<file path="src/pdss_params.svh">
`ifndef PDSS_PARAMS_SVH
`define PDSS_PARAMS_SVH
`define PDSS_AREA_BASE 7'h40
`define PDSS_AREA_LAST 7'h7f
`define PDSS_SLOT_BYTES 7'h08
`define PDSS_BYTE_SP1_HI 3'h0
`define PDSS_BYTE_SP1_LO 3'h1
`define PDSS_BYTE_DIAG 3'h1
`define PDSS_BYTE_POS_HI 3'h2
`define PDSS_BYTE_POS_LO 3'h3
`define PDSS_BYTE_SP2_HI 3'h2
`define PDSS_BYTE_SP2_LO 3'h3
`define PDSS_DIAG_SYNC 0
`define PDSS_DIAG_S1 1
`define PDSS_DIAG_S2 2
`define PDSS_DIAG_OVF 3
`define PDSS_SP_RESET 16'h0000
`define PDSS_POS_RESET 16'h0000
`define PDSS_POS_MAX 16'h7fff
`define PDSS_POS_MIN 16'h8000
`endif

</file>
<file path="src/pdss_pkg.sv">
package pdss_pkg;
  typedef logic [15:0] pdss_word_type;
  typedef enum logic [1:0] {PDSS_HOLD, PDSS_UP, PDSS_DOWN} pdss_dir_type;
endpackage

</file>
<file path="src/pdss_switch.sv">
// How it works
// RL1: Set output stays on until enable low
// RL2: Direction reversal does not clear output
// RL3: Leaving signed range sets overflow bit 3
// RL4: Overflow blocks new output switch-on
// RL5: Overflow keeps outputs and sync bit
// RL6: Controller drops enable after overflow
// RL7: New sync clears overflow, re-enables outputs
// RL8: Setpoint writes always taken, applied when off
// RL9: Diag bits 1,2 show reached and on
// RL10: Reached flag zero: new setpoint immediate
// RL11: Reached flag one: wait enable rise
// RL12: Enable fall clears outputs and flags
// RL13: Controller writes, drops, raises enable
// RL14: Reaching new setpoints sets output again
// RL15: Slot n at byte 64 plus 8n
// RL16: Four data bytes, high byte first
// RL17: Sync state readable as diag bit 0
// RL18: Set only synced, enabled, position equal
// RL19: Count up positive, down negative
// RL20: Position is signed 16-bit value
// RL21: Compare checked on every count step
`timescale 1ns/1ps
`include "pdss_params.svh"
module pdss_switch #(
  parameter int SLOT = 0,
  parameter int SLOTS = 8
) (
  input wire logic clock_in,
  input wire logic arst_n_in,
  input wire logic count_up_in,
  input wire logic count_down_in,
  input wire logic sync_done_in,
  input wire logic enable_in,
  input wire logic [6:0] input_process_image_addr_in,
  output logic [7:0] input_process_image_data_out,
  input wire logic output_process_image_wr_in,
  input wire logic [6:0] output_process_image_addr_in,
  input wire logic [7:0] output_process_image_data_in,
  output logic out1_out,
  output logic out2_out,
  output logic synced_out,
  output logic overflow_out
);
  import pdss_pkg::*;

  // Elaboration refuses a slot that falls outside the byte area
  if (SLOT < 0 || SLOT >= SLOTS || SLOTS > 8) begin : gen_slot_check
    $error("Slot outside address area");
  end

  localparam logic [6:0] SLOT_BASE =
    7'(`PDSS_AREA_BASE + 7'(SLOT) * `PDSS_SLOT_BYTES); // see RL15

  // True when the address hits byte b of this slot's eight-byte window
  function automatic logic hit(input logic [6:0] a, input logic [2:0] b);
    hit = (a >= `PDSS_AREA_BASE) && (a[6:3] == SLOT_BASE[6:3]) && (a[2:0] == b); // see RL16
  endfunction

  pdss_word_type pos_r, sp1_r, sp2_r, new1_r, new2_r;
  logic pend1_r, pend2_r, en_q_r, ovf_r, sync_r, s1_r, s2_r;
  logic [7:0] sp1_hi_r, sp2_hi_r;
  pdss_dir_type dir;

  wire en_rise = enable_in && !en_q_r;
  wire en_fall = !enable_in && en_q_r;

  always_comb begin
    if (count_up_in && !count_down_in) begin
      dir = PDSS_UP;
    end else if (count_down_in && !count_up_in) begin
      dir = PDSS_DOWN;
    end else begin
      dir = PDSS_HOLD;
    end
  end

  always_ff @(posedge clock_in or negedge arst_n_in) begin
    if (!arst_n_in) begin
      en_q_r <= 1'b0;
    end else begin
      en_q_r <= enable_in;
    end
  end

  // Position counter; sync resets it to zero
  always_ff @(posedge clock_in or negedge arst_n_in) begin
    if (!arst_n_in) begin
      pos_r <= `PDSS_POS_RESET;
    end else if (sync_done_in) begin
      pos_r <= `PDSS_POS_RESET;
    end else begin
      case (dir)
        PDSS_UP: pos_r <= pos_r + 16'h0001; // see RL19
        PDSS_DOWN: pos_r <= pos_r - 16'h0001; // see RL19
        default: pos_r <= pos_r;
      endcase
    end
  end

  // Overflow and sync flags
  always_ff @(posedge clock_in or negedge arst_n_in) begin
    if (!arst_n_in) begin
      ovf_r <= 1'b0;
      sync_r <= 1'b0;
    end else if (sync_done_in) begin
      ovf_r <= 1'b0; // see RL7
      sync_r <= 1'b1;
    end else if ((dir == PDSS_UP && pos_r == `PDSS_POS_MAX) ||
                 (dir == PDSS_DOWN && pos_r == `PDSS_POS_MIN)) begin
      ovf_r <= 1'b1; // see RL3
    end
  end

  // Setpoint writes: high byte latched, low byte commits the word
  always_ff @(posedge clock_in or negedge arst_n_in) begin
    if (!arst_n_in) begin
      sp1_hi_r <= 8'h00;
      sp2_hi_r <= 8'h00;
    end else if (output_process_image_wr_in) begin
      if (hit(output_process_image_addr_in, `PDSS_BYTE_SP1_HI)) begin
        sp1_hi_r <= output_process_image_data_in;
      end
      if (hit(output_process_image_addr_in, `PDSS_BYTE_SP2_HI)) begin
        sp2_hi_r <= output_process_image_data_in;
      end
    end
  end

  wire wr1 = output_process_image_wr_in && hit(output_process_image_addr_in, `PDSS_BYTE_SP1_LO);
  wire wr2 = output_process_image_wr_in && hit(output_process_image_addr_in, `PDSS_BYTE_SP2_LO);

  // Effective setpoints; pending value waits for enable rise while on
  always_ff @(posedge clock_in or negedge arst_n_in) begin
    if (!arst_n_in) begin
      sp1_r <= `PDSS_SP_RESET;
      sp2_r <= `PDSS_SP_RESET;
      new1_r <= `PDSS_SP_RESET;
      new2_r <= `PDSS_SP_RESET;
      pend1_r <= 1'b0;
      pend2_r <= 1'b0;
    end else begin
      if (wr1 && !s1_r) begin
        sp1_r <= {sp1_hi_r, output_process_image_data_in}; // see RL10
        pend1_r <= 1'b0;
      end else if (wr1) begin
        new1_r <= {sp1_hi_r, output_process_image_data_in}; // see RL8
        pend1_r <= 1'b1;
      end else if (pend1_r && en_rise) begin
        sp1_r <= new1_r; // see RL11
        pend1_r <= 1'b0;
      end
      if (wr2 && !s2_r) begin
        sp2_r <= {sp2_hi_r, output_process_image_data_in}; // see RL10
        pend2_r <= 1'b0;
      end else if (wr2) begin
        new2_r <= {sp2_hi_r, output_process_image_data_in}; // see RL8
        pend2_r <= 1'b1;
      end else if (pend2_r && en_rise) begin
        sp2_r <= new2_r; // see RL11
        pend2_r <= 1'b0;
      end
    end
  end

  // Compare on current count each clock so no step is missed
  wire arm = sync_r && !ovf_r && enable_in && !en_fall; // see RL18
  wire hit1 = arm && pos_r == sp1_r && !pend1_r; // see RL21
  wire hit2 = arm && pos_r == sp2_r && !pend2_r; // see RL4

  // Only enable low clears; reversal and overflow leave outputs on
  always_ff @(posedge clock_in or negedge arst_n_in) begin
    if (!arst_n_in) begin
      s1_r <= 1'b0;
      s2_r <= 1'b0;
    end else if (!enable_in) begin
      s1_r <= 1'b0; // see RL12
      s2_r <= 1'b0; // see RL1
    end else begin
      s1_r <= s1_r || hit1; // see RL2
      s2_r <= s2_r || hit2; // see RL14
    end
  end

  always_ff @(posedge clock_in or negedge arst_n_in) begin
    if (!arst_n_in) begin
      input_process_image_data_out <= 8'h00;
    end else if (hit(input_process_image_addr_in, `PDSS_BYTE_DIAG)) begin
      input_process_image_data_out <= {4'h0, ovf_r, s2_r, s1_r, sync_r}; // see RL9
    end else if (hit(input_process_image_addr_in, `PDSS_BYTE_POS_HI)) begin
      input_process_image_data_out <= pos_r[15:8]; // see RL20
    end else if (hit(input_process_image_addr_in, `PDSS_BYTE_POS_LO)) begin
      input_process_image_data_out <= pos_r[7:0];
    end else begin
      input_process_image_data_out <= 8'h00;
    end
  end

  assign out1_out = s1_r;
  assign out2_out = s2_r;
  assign synced_out = sync_r; // see RL17
  assign overflow_out = ovf_r; // see RL5

  // Output switching
  chk_enable_low_clears: assert property ( // see RL12
    @(posedge clock_in) disable iff (!arst_n_in)
    !enable_in |=> !s1_r && !s2_r) else $error("Outputs on after enable low");

  chk_hold_while_enabled: assert property ( // see RL1
    @(posedge clock_in) disable iff (!arst_n_in)
    s1_r && enable_in |=> s1_r) else $error("Output 1 dropped while enabled");

  chk_hold_out_two: assert property ( // see RL1
    @(posedge clock_in) disable iff (!arst_n_in)
    s2_r && enable_in |=> s2_r) else $error("Output 2 dropped while enabled");

  chk_reversal_keeps: assert property ( // see RL2
    @(posedge clock_in) disable iff (!arst_n_in)
    s1_r && enable_in && dir == PDSS_DOWN |=> s1_r) else $error("Reversal cleared output 1");

  chk_no_new_on_ovf: assert property ( // see RL4
    @(posedge clock_in) disable iff (!arst_n_in)
    ovf_r && !s2_r |=> !s2_r) else $error("Output 2 set during overflow");

  chk_no_new_ovf_one: assert property ( // see RL4
    @(posedge clock_in) disable iff (!arst_n_in)
    ovf_r && !s1_r |=> !s1_r) else $error("Output 1 set during overflow");

  chk_ovf_keeps_out: assert property ( // see RL5
    @(posedge clock_in) disable iff (!arst_n_in)
    ovf_r && s1_r && enable_in |=> s1_r) else $error("Overflow cleared output 1");

  chk_set_on_equal: assert property ( // see RL18
    @(posedge clock_in) disable iff (!arst_n_in)
    hit1 && enable_in |=> s1_r) else $error("Setpoint 1 hit not taken");

  chk_set2_on_equal: assert property ( // see RL14
    @(posedge clock_in) disable iff (!arst_n_in)
    hit2 |=> s2_r) else $error("Setpoint 2 hit not taken");

  chk_s1_needs_arm: assert property ( // see RL18
    @(posedge clock_in) disable iff (!arst_n_in)
    !s1_r && !hit1 |=> !s1_r) else $error("Output 1 set without a hit");

  chk_s2_needs_arm: assert property ( // see RL18
    @(posedge clock_in) disable iff (!arst_n_in)
    !s2_r && !hit2 |=> !s2_r) else $error("Output 2 set without a hit");

  chk_no_set_unsynced: assert property ( // see RL18
    @(posedge clock_in) disable iff (!arst_n_in)
    !sync_r && !s1_r |=> !s1_r) else $error("Output 1 set while not synced");

  chk_s2_unsynced: assert property ( // see RL18
    @(posedge clock_in) disable iff (!arst_n_in)
    !sync_r && !s2_r |=> !s2_r) else $error("Output 2 set while not synced");

  // Counting, overflow and sync
  chk_count_up: assert property ( // see RL19
    @(posedge clock_in) disable iff (!arst_n_in)
    dir == PDSS_UP && !sync_done_in |=> pos_r == $past(pos_r) + 16'h0001)
    else $error("Count did not step up");

  chk_count_down: assert property ( // see RL19
    @(posedge clock_in) disable iff (!arst_n_in)
    dir == PDSS_DOWN && !sync_done_in |=> pos_r == $past(pos_r) - 16'h0001)
    else $error("Count did not step down");

  chk_count_hold: assert property ( // see RL19
    @(posedge clock_in) disable iff (!arst_n_in)
    dir == PDSS_HOLD && !sync_done_in |=> pos_r == $past(pos_r))
    else $error("Count moved without a step");

  chk_ovf_at_top: assert property ( // see RL3
    @(posedge clock_in) disable iff (!arst_n_in)
    dir == PDSS_UP && pos_r == 16'h7fff && !sync_done_in |=> ovf_r) else $error("Overflow missed");

  chk_ovf_at_bottom: assert property ( // see RL3
    @(posedge clock_in) disable iff (!arst_n_in)
    dir == PDSS_DOWN && pos_r == 16'h8000 && !sync_done_in |=> ovf_r)
    else $error("Underflow missed");

  chk_ovf_only_edge: assert property ( // see RL3
    @(posedge clock_in) disable iff (!arst_n_in)
    !ovf_r && !(dir == PDSS_UP && pos_r == 16'h7fff) && !(dir == PDSS_DOWN && pos_r == 16'h8000)
    |=> !ovf_r) else $error("Overflow set inside range");

  chk_ovf_sticky: assert property ( // see RL7
    @(posedge clock_in) disable iff (!arst_n_in)
    ovf_r && !sync_done_in |=> ovf_r) else $error("Overflow cleared without sync");

  chk_sync_clears_ovf: assert property ( // see RL7
    @(posedge clock_in) disable iff (!arst_n_in)
    sync_done_in |=> !ovf_r && sync_r && pos_r == 16'h0000) else $error("Sync did not clear");

  chk_sync_kept_ovf: assert property ( // see RL5
    @(posedge clock_in) disable iff (!arst_n_in)
    sync_r && !sync_done_in |=> sync_r) else $error("Sync bit dropped");

  chk_no_early_sync: assert property ( // see RL17
    @(posedge clock_in) disable iff (!arst_n_in)
    !sync_r && !sync_done_in |=> !sync_r) else $error("Sync bit set without sync");

  // Setpoint acceptance
  chk_immediate_load: assert property ( // see RL10
    @(posedge clock_in) disable iff (!arst_n_in)
    wr1 && !s1_r |=> sp1_r == {$past(sp1_hi_r), $past(output_process_image_data_in)})
    else $error("Setpoint 1 not immediate");

  chk_immediate_two: assert property ( // see RL10
    @(posedge clock_in) disable iff (!arst_n_in)
    wr2 && !s2_r |=> sp2_r == {$past(sp2_hi_r), $past(output_process_image_data_in)})
    else $error("Setpoint 2 not immediate");

  chk_write_while_on: assert property ( // see RL8
    @(posedge clock_in) disable iff (!arst_n_in)
    wr1 && s1_r |=> pend1_r && sp1_r == $past(sp1_r)) else $error("Setpoint 1 taken while on");

  chk_write2_while_on: assert property ( // see RL8
    @(posedge clock_in) disable iff (!arst_n_in)
    wr2 && s2_r |=> pend2_r && sp2_r == $past(sp2_r)) else $error("Setpoint 2 taken while on");

  chk_pending_holds: assert property ( // see RL8
    @(posedge clock_in) disable iff (!arst_n_in)
    pend1_r && !en_rise && !wr1 |=> pend1_r && sp1_r == $past(sp1_r))
    else $error("Pending setpoint 1 applied early");

  chk_pend2_holds: assert property ( // see RL8
    @(posedge clock_in) disable iff (!arst_n_in)
    pend2_r && !en_rise && !wr2 |=> pend2_r && sp2_r == $past(sp2_r))
    else $error("Pending setpoint 2 applied early");

  chk_no_write_steady: assert property ( // see RL8
    @(posedge clock_in) disable iff (!arst_n_in)
    !wr1 && !(pend1_r && en_rise) |=> sp1_r == $past(sp1_r)) else $error("Setpoint 1 drifted");

  chk_pending_on_rise: assert property ( // see RL11
    @(posedge clock_in) disable iff (!arst_n_in)
    pend1_r && en_rise && !wr1 |=> sp1_r == $past(new1_r) && !pend1_r)
    else $error("Pending setpoint not applied");

  chk_pending_two: assert property ( // see RL11
    @(posedge clock_in) disable iff (!arst_n_in)
    pend2_r && en_rise && !wr2 |=> sp2_r == $past(new2_r) && !pend2_r)
    else $error("Pending setpoint 2 not applied");

  // Read side of the byte window
  chk_diag_layout: assert property ( // see RL9
    @(posedge clock_in) disable iff (!arst_n_in)
    hit(input_process_image_addr_in, `PDSS_BYTE_DIAG) |=> input_process_image_data_out ==
      {4'h0, $past(ovf_r), $past(s2_r), $past(s1_r), $past(sync_r)})
    else $error("Diagnostic byte wrong");

  chk_pos_high_byte: assert property ( // see RL16
    @(posedge clock_in) disable iff (!arst_n_in)
    hit(input_process_image_addr_in, `PDSS_BYTE_POS_HI) |=>
      input_process_image_data_out == $past(pos_r[15:8])) else $error("Position high byte wrong");

  chk_pos_low_byte: assert property ( // see RL16
    @(posedge clock_in) disable iff (!arst_n_in)
    hit(input_process_image_addr_in, `PDSS_BYTE_POS_LO) |=>
      input_process_image_data_out == $past(pos_r[7:0])) else $error("Position low byte wrong");

  chk_unused_read_zero: assert property ( // see RL16
    @(posedge clock_in) disable iff (!arst_n_in)
    !hit(input_process_image_addr_in, `PDSS_BYTE_DIAG) &&
    !hit(input_process_image_addr_in, `PDSS_BYTE_POS_HI) &&
    !hit(input_process_image_addr_in, `PDSS_BYTE_POS_LO) |=> input_process_image_data_out == 8'h00)
    else $error("Unused byte not zero");

  chk_other_area_read: assert property ( // see RL15
    @(posedge clock_in) disable iff (!arst_n_in)
    input_process_image_addr_in < `PDSS_AREA_BASE |=> input_process_image_data_out == 8'h00)
    else $error("Read below area answered");
endmodule

</file>
<file path="config.mk">
export PLATFORM = sky130hd
export DESIGN_NAME = pdss_switch
export DESIGN_NICKNAME = d
export VERILOG_FILES = /design/src/pdss_pkg.sv /design/src/pdss_switch.sv
export VERILOG_INCLUDE_DIRS = /design/src
export SDC_FILE = /design/constraint.sdc
export NUM_CORES = 1
export LEC_CHECK = 0
export BUFFER_PORTS_ARGS = -buffer_cell sky130_fd_sc_hd__buf_2
export CORE_ASPECT_RATIO = 0.9
export CORE_MARGIN = 2
export CORE_UTILIZATION = 50
export DETAILED_ROUTE_END_ITERATION = 8
export HOLD_SLACK_MARGIN = 0.02
export PLACE_DENSITY = 0.74
export SYNTH_ARGS = -nofsm -noshare
export SYNTH_HDL_FRONTEND = slang
export SYNTH_SLANG_ARGS = --single-unit
</file>
<file path="constraint.sdc">
create_clock -name clock_in -period 3.3 [get_ports clock_in]
set_input_delay 0.495 -clock clock_in [delete_from_list [all_inputs] [get_ports clock_in]]
set_output_delay 0.495 -clock clock_in [all_outputs]
set_load 0.02 [all_outputs]
</file>
**Word level (Yosys, flattened, before mapping)**

Cells that the tools add are included.

- Bits in registers: 111
- Bits of input ports: 29

- $add $sub $neg: 2
- Magnitude comparators: 2
- Equal/unequal tests: 16
- Multiplexer cells: 23
- Bitwise gates (word level): 2
- Reductions and logical operators: 54

Operators with widths:

| kind | count |
|---|---|
| $mux W16 | 7 |
| $eq A16 B16 Y1 | 2 |
| $pmux W16 S2 | 1 |
| $logic_and A1 B1 Y1 | 28 |
| $mux W8 | 3 |
| $add A16 B1 Y16 const B | 1 |
| $eq A16 B15 Y1 const B | 1 |
| $eq A16 B16 Y1 const B | 1 |
| $sub A16 B1 Y16 const B | 1 |
| $ge A7 B7 Y1 const B | 2 |
| $eq A3 B2 Y1 const B | 4 |
| $reduce_and A2 Y1 | 6 |
| $logic_not A1 Y1 | 10 |
| $mux W1 | 10 |
| $reduce_bool A3 Y1 | 3 |
| $eq A4 B4 Y1 const B | 2 |
| $eq A3 B1 Y1 const B | 2 |
| $reduce_bool A2 Y1 | 3 |
| $mux W2 | 2 |
| $ne A2 B1 Y1 const B | 2 |
| $logic_not A3 Y1 | 1 |
| $logic_or A1 B1 Y1 | 3 |
| $eq A2 B1 Y1 const B | 1 |
| $eq A2 B2 Y1 const B | 1 |
| $not A1 Y1 | 2 |

**Depth between registers and ports, before layout**

Gate-level depths: netlist (run 1).

- Depth in word-level cells: 9
- Gate-level depth with buffers: 9
- Depth with buffers taken out: 8

**Least setup slack after synthesis (run 1)**

Ideal clock, no wire load.

- Path type: input-to-reg
- Start point: in count_down_in
- End point: reg pos_r[12]
- Setup time: 0.078 ns
- Arrival: 2.441 ns
- Setup slack: 0.781 ns
- Cell stages on the path: 9
- Buffers on the path: 1
- Cells stage by stage: or2b_2 > clkbuf_8 > xnor2_1 > ha_1 > or3_2 > nor3_1 > a32oi_1 > or3_1 > a21oi_1

- Longest elaborated chain between the ends: 6

Ends and longest elaborated chain:

| what | line | source |
|---|---|---|
| start: declaration | pdss_switch.sv:32 | `input wire logic count_down_in,` |
| $logic_and A1 B1 Y1 or $logic_not A1 Y1 (tied branches) | pdss_switch.sv:71, pdss_switch.sv:69 |  |
| $mux W2 or $logic_and A1 B1 Y1 (tied branches) | pdss_switch.sv:71, pdss_switch.sv:69 |  |
| $mux W2 * | pdss_switch.sv:69 | `if (count_up_in && !count_down_in) begin` |
| $eq A2 B2 Y1 or $eq A2 B1 Y1 (tied branches) | pdss_switch.sv:93 | `case (dir)` |
| $pmux W16 S2 | pdss_switch.sv:93 |  |
| $mux W16 | pdss_switch.sv:90 | `end else if (sync_done_in) begin` |
| end signal: assignment | pdss_switch.sv:91 | `` pos_r <= `PDSS_POS_RESET; `` |
| end signal: assignment | pdss_switch.sv:94 | `PDSS_UP: pos_r <= pos_r + 16'h0001;` |
| end signal: assignment | pdss_switch.sv:95 | `PDSS_DOWN: pos_r <= pos_r - 16'h0001;` |
| end: declaration | pdss_switch.sv:60 | `pdss_word_type pos_r, sp1_r, sp2_r, new1_r, new2_r;` |

Mark *: on every way between the ends. The rest lies on a longest branch, timed or not.
A chain may end at the register's enable or synchronous reset.

**Worst setup path in the final report (run 1)**

- Start point: reg pos_r[2]
- End point: reg pos_r[13]

- Longest elaborated chain between the ends: 3

Ends and longest elaborated chain:

| what | line | source |
|---|---|---|
| start signal: assignment | pdss_switch.sv:89 | `` pos_r <= `PDSS_POS_RESET; `` |
| start signal: assignment | pdss_switch.sv:91 |  |
| start signal: assignment | pdss_switch.sv:94 |  |
| $sub A16 B1 Y16 or $add A16 B1 Y16 (tied branches) | pdss_switch.sv:95, pdss_switch.sv:94 |  |
| $pmux W16 S2 * | pdss_switch.sv:93 |  |
| $mux W16 * | pdss_switch.sv:90 |  |

Marked as above.

==> summary.txt, run 1 <==
Final layout
  – Fillers: a little over 900
  – Design area: 0.00620 mm²
  – Layout cells sized above 1: 0.266
  – Most frequent cells in the layout: dfrtp_1, mux2_2, nand2_1, buf_2, o21ai_0
  – Commonest non-fill, non-tap cell in the layout: dfrtp_1
  – Final net count: 565
  – Final Util: 0.569
  – N_diodes: 0
  – Layout overhead on the synthesized area: 9.79%

Worst setup path
  – Critical path class: reg2reg
  – Worst Path Required: about 3500 ps
  – Crit path DAT: 2820 ps
  – Critical Path Sink Type: flop
  – Crit Path Max Fanout: 10
  – CP Launch Type: flop

Global routing
  – GRT Total Usage: 0.239
  – Initial antenna violation count: 0
  – Vias in the first global route: around 4000
  – First-pass GRT wire length: between 20000 and 25000 µm
  – Largest net degree at the start of global routing: 53
  – Grt ovf: 0

Placed design
  – DP Area: 0.00592 mm²
  – Routability cong.: 0.893
  – Placement Setup Slack: ~500 ps
  – Count of input and output buffers: 40
  – Placed wire-length estimate: 9090 µm

Clock tree
  – Worst skew pair latency: 350 ps
  – Clock transition at path regs: 70 ps
  – CTS resizes: 0
  – CTS root buffer: clkbuf_16
  – Total CTS buffers: 9
  – CTS Hold Bufs: 0
  – CTS tree: built
  – Setup Fix Bufs, Post-CTS: 0
  – Clock Sinks: 111
  – # H-tree levels: 3
  – Max Root-Sink Buffers: 2

Synthesis
  – Ys flop type: dfrtp_1
  – Post-synthesis xor/xnor area fraction: 0.0620
  – Post-Syn Nets: ~530
  – Yosys reg bits: 111
  – Largest family of logic cells by synthesized area: multiplexers
  – Synth cell types: 62
  – Synth warn: 0
  – Post-synthesis cell area: 0.00565 mm²
  – Compound-cell area share of the yosys netlist: 0.0809
  – Post-Syn Instances: roughly 500
  – Mux share of post-synthesis cell area: 0.166
  – Synth Area in Adders: 0.00443
  – Post-Synth Simple-Gate Area: 0.150
  – Number of synthesized flops with an enable pin: 0
  – FFs w/ async S/R, synth: 1.00
  – Syn Area/Cell: approximately 11 µm²
  – Post-synthesis sequential area ratio: 0.492

STA
  – Final setup margin: 715 ps
  – Crit share post-route: 0.783
  – Setup_tns: 0 ps
  – Final hold vios: 0
  – Max Freq: 387 MHz
  – Final setup viols: 0
  – Slew margin rel.: 0.294
  – Skew final: around 11 ps
  – RSZ-0062 raised after global routing: no
  – Worst Tran Pin Value: 1060 ps
  – Min Tclk post-route: roughly 2600 ps
  – Final Slew Violations: 0

Routing
  – Top sig layer: met4
  – WL per Instance: 19.5 µm
  – Met2 WL: 6360 µm
  – Drt pass-1 iters: 5
  – Detail Route Antenna Nets: 0
  – DR iter-0 viols: a little over 400
  – Met1 Routed Length: 5750 µm
  – Routed via count: just over 4000
  – Met3 WL: 931 µm
  – Final WL: approximately 13000 µm
  – Residual DRC: 0
  – Vias per cell: between 5 and 6

Job
  – Max-cap viol count: 0

Pwr
  – Worst VDD drop: 382 µV
  – Cell leakage power: just under 3 nW
  – Pwr/cell area: slightly below 500 mW/mm²

Floorplanning
  – Die width: between 100 and 150 µm
  – Starting density of the core: 0.518
  – Chip Height: roughly 100 µm
  – Die area: 0.0122 mm²
  – Num rows: 36
  – IO Count: 41
  – Core region area: 0.0109 mm²

Run status
  – Outcome: complete, no violations

Hold path
  – Worst min-delay path class: in2async
## flip-flops by register name, indices dropped and copies added, names as in the netlist
| register | cells |
|---|---|
| sp1_r | 16 |
| sp2_hi_r | 8 |
| synced_out | 1 |
| pos_r | 16 |
| pend1_r | 1 |
| en_q_r | 1 |
| sp2_r | 16 |
| sp1_hi_r | 8 |
| overflow_out | 1 |
| input_process_image_data_out | 8 |
| pend2_r | 1 |
| out2_out | 1 |
| new2_r | 16 |
| out1_out | 1 |
| new1_r | 16 |
## worst max-delay path, cell delays in order (launching register included)
cell and delay [ps]:
dfrtp_1 700, nand4_1 420, nor4b_1 630, o211ai_1 190, a21oi_2 200, mux2_1 330
## through the flow
stage	hold slack [ps]	total power (W)	cells
after floorplan	199	0.00181	503
after global placement	452	0.00196	675
after detailed placement	468	0.00197	675
after CTS	187	0.00300	690
after global routing	212	0.00312	690
final	156	0.00298	690
## layer usage
layer,up-vias,GRT usage
met2,156,0.359
met4,0,0.0986
met5,-,0
li1,1856,-
met1,1987,0.325
met3,35,0.0673
## area by class of cell
cell class	instances	area, µm²	area share
flip-flops and latches	111	2780	0.448
multi-input cells	352	2620	0.423
repair buffers	54	308	0.0496
clock buffers	9	225	0.0363
well taps	152	190	0.0307
inverters	6	22.5	0.00363
clock inverters	6	53.8	0.00868
## cell families after synthesis
group                      count (synthesis)
AOI/OAI and AO/OA                         71
adders and majority gates                  2
buffers and inverters                     40
and+or+nand+nor                          152
DFF                                      111
xor gates and xnor gates                  40
muxes                                     87
## Yosys cell counts (3+ instances only)
cell,instances,share of area
dfrtp_1,111,0.49
mux2i_1,33,0.058
a221o_1,3,0.0053
o21ai_0,36,0.032
nor4_1,12,0.013
or2_2,3,0.0033
nor4b_1,3,0.0047
a21oi_1,7,0.0062
nand4_1,7,0.0078
o21a_1,5,0.0066
nor3_1,12,0.011
buf_2,9,0.0080
and4b_1,3,0.0053
xnor2_1,11,0.017
xor2_1,29,0.045
inv_1,6,0.0040
nand2_1,47,0.031
or3_1,3,0.0033
nor2b_1,3,0.0033
clkbuf_1,13,0.0086
a22oi_1,4,0.0053
nor2_1,25,0.017
nand3_1,7,0.0062
nor3b_1,7,0.0093
mux2_2,53,0.11
clkbuf_8,7,0.017
## final timing paths
check,start,endpoint,slack (ps),cells after the start
max in group asynchronous,arst_n_in,sp1_r[0],2310,2
min reg2reg,new1_r[8],sp1_r[8],480,2
max,pos_r[2],pos_r[13],710,5
min,arst_n_in,pos_r[9],160,1
max reg2reg,pos_r[2],pos_r[13],710,5
min in group clock_in,enable_in,en_q_r,350,1
## where the power goes
group | internal [W] | total, W | switching (W)
logic | 0.000190 | 0.000419 | 0.000228
clock network | 0.000523 | 0.00103 | 0.000508
registers | 0.00142 | 0.00153 | 0.000109
total | 0.00214 | 0.00298 | 0.000846
Power figures use the tool's default switching activity.
==> run 2, diff against run 1 <==
--- a/config.mk
+++ b/config.mk
@@ -6,13 +6,14 @@
 export SDC_FILE = /design/constraint.sdc
 export NUM_CORES = 1
 export LEC_CHECK = 0
+export ABC_AREA = 1
 export BUFFER_PORTS_ARGS = -buffer_cell sky130_fd_sc_hd__buf_2
 export CORE_ASPECT_RATIO = 0.9
 export CORE_MARGIN = 2
 export CORE_UTILIZATION = 50
 export DETAILED_ROUTE_END_ITERATION = 8
 export HOLD_SLACK_MARGIN = 0.02
-export PLACE_DENSITY = 0.74
+export PLACE_DENSITY = 0.76
 export SYNTH_ARGS = -nofsm -noshare
 export SYNTH_HDL_FRONTEND = slang
 export SYNTH_SLANG_ARGS = --single-unit
==> constraint.sdc (replaced) <==
create_clock -name clock_in -period 2.35 [get_ports clock_in]
set_input_delay 0.3525 -clock clock_in [delete_from_list [all_inputs] [get_ports clock_in]]
set_output_delay 0.3525 -clock clock_in [all_outputs]
set_load 0.02 [all_outputs]
==> run 2 against run 1 <==
Via count increased by 35%. Sequential share of layout area down 4.1 points. Maximum frequency grew 41%. Area after synthesis rose by 8.7%. Global-route usage increased by 1.5 points. Final cell count grew 45%. Largest cell class is now multi-input gates. Design area grew 10%.
==> summary.txt, run 2 <==
Hold path
  – Worst Hold Depth: 1
  – Hold Crit Endpoint: en_q_r
  – Worst min-delay path class: in2reg
  – Hold path startpoint: enable_in

Synthesis
  – FFs w/ async S/R, synth: 1.00 (unchanged)
  – Synth top area share: 0.453 (-0.0393)
  – Post-Syn Instances: 798 (+59%)
  – Yosys reg bits: 111 (unchanged)
  – Most frequent cell after synthesis: nand2_1
  – Syn Area/Cell: 7.69 µm² (-31%)
  – Number of synthesized flops with an enable pin: 0 (unchanged)
  – Ys flop type: dfrtp_1
  – Post-Syn Nets: 829 (+55%)
  – Top cells by count, synth: nand2_1, dfrtp_1, inv_1, o21ai_0, nand3_1
  – Synth warn: 0 (unchanged)
  – Synth cell types: 42 (-32%)
  – Post-synthesis cell area: 0.00614 mm² (+8.7%)
  – Area contributors post-synth: dfrtp_1, nand2_1, o21ai_0, inv_1, nand3_1
  – Post-synthesis sequential area ratio: 0.453 (-0.0393)
  – Largest area contributor in the netlist: dfrtp_1

Worst setup path
  – Crit path buffers/inverters: 2 (+2)
  – Delay-heaviest family, CP: compound AO/OA/AOI/OAI gates
  – Crit Path Max Fanout: 13 (+3)
  – RR Startpoint: en_q_r
  – Crit path cell chain: nor2_1 > inv_1 > o21ai_2 > inv_1 > nand2_1 > nand2_1
  – R2r endpoint: sp2_r[6]
  – FF-to-FF path depth: 6 (+1)
  – CP Launch Type: flop
  – CP peak stage delay: 460 ps (-240 ps)
  – Worst path slowest cell: o21ai_2
  – Crit path DAT: 2060 ps (-760 ps)
  – Worst Path Required: 2580 ps (-960 ps)
  – Critical path class: reg2reg
  – Critical Path Sink Type: flop
  – Reg2reg setup slack: 520 ps (-200 ps)

STA
  – Min Tclk post-route: 1830 ps (-753 ps)
  – Setup_tns: 0 ps (unchanged)
  – Worst Tran Pin Value: 540 ps (-518 ps)
  – RSZ-0062 raised after global routing: no
  – Skew final: 7.40 ps (-3.46 ps)
  – Min Hold Slack: 155 ps (-0.412 ps)
  – Final setup viols: 0 (unchanged)
  – Final Slew Violations: 0 (unchanged)
  – Final setup margin: 518 ps (-197 ps)
  – Final hold vios: 0 (unchanged)
  – Slew margin rel.: 0.637 (+0.343)
  – Crit share post-route: 0.780 (-0.00381)
  – Max Freq: 546 MHz (+41%)

Clock tree
  – Max Root-Sink Buffers: 2 (unchanged)
  – Worst skew pair latency: 350 ps (about the same)
  – CTS tree: built
  – # H-tree levels: 3 (unchanged)
  – Total CTS buffers: 9 (unchanged)
  – Clock Sinks: 111 (unchanged)
  – Setup Fix Bufs, Post-CTS: 0 (unchanged)
  – CTS root buffer: clkbuf_16
  – CTS resizes: 0 (unchanged)
  – Clock transition at path regs: 70 ps (about the same)

Global routing
  – Vias in the first global route: 5105 (+26%)
  – GRT Total Usage: 0.254 (+0.0149)
  – Largest net degree at the start of global routing: 43 (-19%)
  – First-pass GRT wire length: 25900 µm (+18%)
  – Grt ovf: 0 (unchanged)
  – Initial antenna violation count: 0 (unchanged)

Final layout
  – Commonest non-fill, non-tap cell in the layout: nand2_1
  – Layout cells sized above 1: 0.148 (-0.118)
  – Most frequent cells in the layout: nand2_1, dfrtp_1, inv_1, o21ai_0, nand3_1
  – Fillers: 1111 (+20%)
  – Final net count: 865 (+53%)
  – Final cell count without fillers: 999 (+45%)
  – N_diodes: 0 (unchanged)
  – Layout overhead on the synthesized area: 11.1%
  – Design area: 0.00682 mm² (+10%)

Routing
  – DR iter-0 viols: 514 (+28%)
  – WL per Instance: 15.6 µm (-20%)
  – Detail Route Antenna Nets: 0 (unchanged)
  – Residual DRC: 0 (unchanged)
  – Drt pass-1 iters: 5 (unchanged)
  – Vias per cell: 5.45 (-6.7%)
  – Final WL: 15600 µm (+16%)
  – Routed via count: 5447 (+35%)

Pwr
  – Worst VDD drop: 466 µV (+22%)
  – Internal power: 0.00322 W (+51%)
  – Comb power frac: 0.187 (+0.047)
  – Sequential power share: 0.469 (-0.045)
  – Switching Fraction: 0.312 (+0.0281)
  – Sw power: 0.00146 W (+72%)
  – Pwr/cell area: 685 mW/mm² (+42%)
  – Clock share of power: 0.344 (-0.002)
  – Cell leakage power: 3.46 nW (+19%)

Floorplanning
  – Starting density of the core: 0.510 (-0.00784)
  – Die area: 0.0132 mm² (+8.4%)
  – Die width: 121 µm (+4.1%)
  – Num rows: 38 (+5.6%)
  – Chip Height: 109 µm (+4.1%)
  – IO Count: 41 (unchanged)
  – Core region area: 0.0120 mm² (+10%)

Placed design
  – Placed wire-length estimate: 11200 µm (+24%)
  – Routability cong.: 1.01 (+13%)
  – Inst Count DP: 982 (+45%)
  – Placement Setup Slack: 322 ps (-176 ps)
  – Count of input and output buffers: 40 (unchanged)
  – DP Area: 0.00649 mm² (+9.6%)

Job
  – Max-cap viol count: 0 (unchanged)

Run status
  – Outcome: complete, no violations
==> run 2: cell types whose count changed after synthesis, sizes merged, moves of 7 or more <==
cell,previous run,this run
inv,6,94
mux2i,33,0
nor4,15,5
clkbuf,20,13
o211ai,1,33
o21ai,37,75
xor2,29,5
nand3,7,61
nand2,47,281
buf,14,22
nor3b,8,0
o22ai,2,9
mux2,54,0
==> run 2: power by group through the flow <==
stage / Combinational, W / Sequential, W / Clock, W
4_1_cts: 0.000868 / 0.00218 / 0.00165
3_5_place_dp: 0.000861 / 0.00222 / 0
5_1_grt: 0.000979 / 0.00221 / 0.00171
6_report: 0.000873 / 0.00219 / 0.00161
3_3_place_gp: 0.000849 / 0.00222 / 0
2_1_floorplan: 0.000658 / 0.00214 / 0
==> run 2: repair_timing <==
item	CTS	global route
hold buffers	1	0
setup endpoints to repair	0	0
endpoints found under the hold margin	36	0
==> run 2: cells by family (layout without fill, tap and decap cells) <==
kind of cell	count (synthesis)	in the layout	share of synthesized area
adder cells (fa/ha/maj)	2	2	0.00408
XOR/XNOR	14	14	0.0200
flip-flops	111	111	0.453
buffers and inverters	131	172	0.0942
AO/OA/AOI/OAI	139	139	0.135
AND/OR/NAND/NOR	401	401	0.294
==> run 2: cell type report <==
class / count / area, µm² / share of cell area
well taps: 160 / 200 / 0.0294
clock inverters: 5 / 75.1 / 0.0110
clock buffers: 11 / 243 / 0.0356
repair buffers: 60 / 380 / 0.0558
flip-flops and latches: 111 / 2780 / 0.407
multi-input cells: 556 / 2780 / 0.408
inverters: 96 / 360 / 0.0528
==> run 2: per-layer routing <==
layer / wire [µm] / global-route usage / up-vias
li1: - / - / 2665
met1: 7060 / 0.349 / 2545
met2: 7010 / 0.409 / 203
met3: 1040 / 0.0424 / 34
met4: 451 / 0.0914 / 0
met5: 0 / 0 / -
==> run 2: worst max path at each step <==
stage / start / to / slack [ps] / cells past startpoint
2_1_floorplan: count_up_in / pos_r[12] / 640 / 16
3_3_place_gp: count_down_in / pos_r[14] / 340 / 15
3_5_place_dp: count_down_in / pos_r[14] / 320 / 15
4_1_cts: pos_r[1] / pos_r[12] / 540 / 14
5_1_grt: en_q_r / sp2_r[15] / 330 / 6
6_report: en_q_r / sp2_r[6] / 520 / 6
==> run 2: through the flow <==
step                 util  total power [W]
finish              0.567          0.00467
global route        0.567          0.00490
CTS                 0.567          0.00470
detailed placement  0.540          0.00308
global placement    0.540          0.00307
floorplan               -          0.00279
==> run 3, diff against run 2 <==
--- a/config.mk
+++ b/config.mk
@@ -13,7 +13,7 @@
 export CORE_UTILIZATION = 50
 export DETAILED_ROUTE_END_ITERATION = 8
 export HOLD_SLACK_MARGIN = 0.02
-export PLACE_DENSITY = 0.76
+export PLACE_DENSITY = 0.74
 export SYNTH_ARGS = -nofsm -noshare
 export SYNTH_HDL_FRONTEND = slang
 export SYNTH_SLANG_ARGS = --single-unit
==> constraint.sdc (replaced) <==
create_clock -name clock_in -period 1.7 [get_ports clock_in]
set_input_delay 0.255 -clock clock_in [delete_from_list [all_inputs] [get_ports clock_in]]
set_output_delay 0.255 -clock clock_in [all_outputs]
set_load 0.02 [all_outputs]
==> run 3 against run 2 <==
Wire length is 4.0% higher. Via count is 3.9% higher. First-iteration DRC count is 6.4% lower. Core utilization is 3.5 points higher. Register-to-register slack worse by 440 ps. Sequential cell count stayed put. Clock skew is 1.7 ps higher. Clock power is 36% higher. Critical path type unchanged. Critical endpoint is now pos_r[12].
==> summary.txt, run 3 (synthesized netlist as in run 2, its figures left out) <==
Placed design
  – Placed wire-length estimate: 11700 µm (+4.4%)
  – Inst Count DP: 1018 (+3.7%)
  – Count of input and output buffers: 40 (unchanged)
  – Placement Setup Slack: -35.9 ps (-358 ps)
  – DP Area: 0.00685 mm² (+5.5%)
  – Routability cong.: 0.949 (-5.9%)

Routing
  – Final WL: 16200 µm (+4.0%)
  – Met1 Routed Length: 7450 µm (+5.5%)
  – Detail Route Antenna Nets: 0 (unchanged)
  – Residual DRC: 0 (unchanged)
  – Met3 WL: 1010 µm (-2.5%)
  – DR iter-0 viols: 481 (-6.4%)
  – Routed via count: 5661 (+3.9%)
  – Top sig layer: met4
  – Drt pass-1 iters: 5 (unchanged)
  – WL per Instance: 15.6 µm (+0.26%)
  – Vias per cell: 5.46 (+0.22%)
  – Met2 WL: 7390 µm (+5.4%)

Clock tree
  – Max Root-Sink Buffers: 2 (unchanged)
  – Total CTS buffers: 9 (unchanged)
  – CTS root buffer: clkbuf_16
  – # H-tree levels: 3 (unchanged)
  – Clock Sinks: 111 (unchanged)
  – Worst skew pair latency: 350 ps (about the same)
  – Clock transition at path regs: 80 ps (about the same)
  – CTS tree: built

STA
  – Max Freq: 617 MHz (+13%)
  – Crit share post-route: 0.953 (+0.174)
  – Final hold vios: 0 (unchanged)
  – Slew margin rel.: 0.654 (+0.0164)
  – RSZ-0062 raised after global routing: yes
  – Final setup viols: 0 (unchanged)
  – Min Tclk post-route: 1620 ps (-212 ps)
  – Skew final: 9.14 ps (+1.74 ps)
  – Final setup margin: 79.5 ps (-438 ps)
  – Worst Tran Pin Value: 516 ps (-24.4 ps)
  – Setup_tns: 0 ps (unchanged)
  – Final Slew Violations: 0 (unchanged)

Final layout
  – Commonest non-fill, non-tap cell in the layout: nand2_1
  – Most frequent cells in the layout: nand2_1, dfrtp_1, inv_1, o21ai_0, nand3_1
  – Design area: 0.00724 mm² (+6.2%)
  – Final net count: 902 (+4.3%)
  – Fillers: 1065 (-4.1%)
  – N_diodes: 0 (unchanged)
  – Layout cells sized above 1: 0.203 (+0.0554)
  – Final Util: 0.602 (+0.0353)
  – Final cell count without fillers: 1036 (+3.7%)
  – Layout overhead on the synthesized area: 18.0%

Floorplanning
  – Die width: 121 µm (unchanged)
  – Num rows: 38 (unchanged)
  – IO Count: 41 (unchanged)
  – Starting density of the core: 0.510 (unchanged)
  – Core region area: 0.0120 mm² (unchanged)
  – Chip Height: 109 µm (unchanged)
  – Die area: 0.0132 mm² (unchanged)

Hold path
  – Worst min-delay path class: in2reg

Run status
  – Outcome: complete, no violations

Worst setup path
  – Crit path DAT: 1870 ps (-190 ps)
  – Critical Path Sink: pos_r[12]
  – CP Launch Type: flop
  – Worst path slowest cell: dfrtp_1
  – Crit Path Max Fanout: 6 (-7)
  – Worst setup startpoint: pos_r[0]
  – Crit path cell chain: ha_2 > inv_2 > nand2_4 > nand3_4 > o21bai_4 > nand3_2 > nand2_1 > nand2_1 > nand3_1 > nand2_1
  – CP peak stage delay: 560 ps (+100 ps)
  – Reg2reg setup slack: 80 ps (-440 ps)
  – R2r endpoint: pos_r[12]
  – CP most frequent cell: nand2_1
  – Critical Path Sink Type: flop
  – Worst Path Required: 1950 ps (-630 ps)
  – FF-to-FF path depth: 10 (+4)
  – RR Startpoint: pos_r[0]
  – Critical path class: reg2reg

Pwr
  – Worst VDD drop: 553 µV (+19%)
  – Pwr/cell area: 921 mW/mm² (+34%)
  – Cell leakage power: 3.67 nW (+5.9%)

Global routing
  – First-pass GRT wire length: 26400 µm (+2.0%)
  – Grt ovf: 0 (unchanged)
  – Largest net degree at the start of global routing: 35 (-19%)
  – Vias in the first global route: 5253 (+2.9%)
  – Initial antenna violation count: 0 (unchanged)
  – GRT Total Usage: 0.260 (+0.00641)

Job
  – Max-cap viol count: 0 (unchanged)
## run 3: worst min path at each step
stage	start	endpoint	slack [ps]	cells after the start
after floorplan	arst_n_in	en_q_r	-40	0
after global placement	arst_n_in	new2_r[9]	240	1
after detailed placement	arst_n_in	new2_r[9]	240	1
after CTS	enable_in	en_q_r	50	1
after global routing	enable_in	en_q_r	60	1
final	enable_in	en_q_r	60	1
## run 3: final cells by class
cell class,instances,area [µm²],area share
Timing Repair Buffer,97,749,0.103
Clock buffer,11,233,0.0321
Clock inverter,5,75.1,0.0104
Inverter,96,360,0.0497
Tap cell,160,200,0.0276
Multi-Input combinational cell,556,2850,0.393
Sequential cell,111,2780,0.384
## run 3: power breakdown
group / total (W) / internal, W / switching, W
sequential: 0.00298 / 0.00281 / 0.000173
combinational: 0.00150 / 0.000596 / 0.000903
clock: 0.00219 / 0.00118 / 0.00101
## run 3: timing repair
| action | in CTS | in global routing |
|---|---|---|
| buffers inserted | 0 | 1 |
| endpoints found under the hold margin | 30 | 0 |
| gates resized for setup | 0 | 23 |
| hold buffers | 1 | 0 |
| setup endpoints to repair | 0 | 10 |
## run 3: worst max-delay path, delay by kind of cell (launching register included)
family	cells	cell delay, ps
compound gates	1	200
buf+inv	1	50
fa+ha+maj	1	250
simple gates	7	470
flops	1	560
## run 3: per-stage QoR
stage | power (W) | hold WS, ps
after global placement | 0.00443 | 241
after detailed placement | 0.00444 | 242
after floorplan | 0.00386 | -40.6
after CTS | 0.00664 | 54.3
final | 0.00667 | 61.3
after global routing | 0.00698 | 57.6
## run 3: layer usage
metal	GRT usage	vias to the layer above
met1	0.366	2674
met2	0.412	220
met4	0.0905	0
met5	0	-
li1	-	2744
met3	0.0413	23
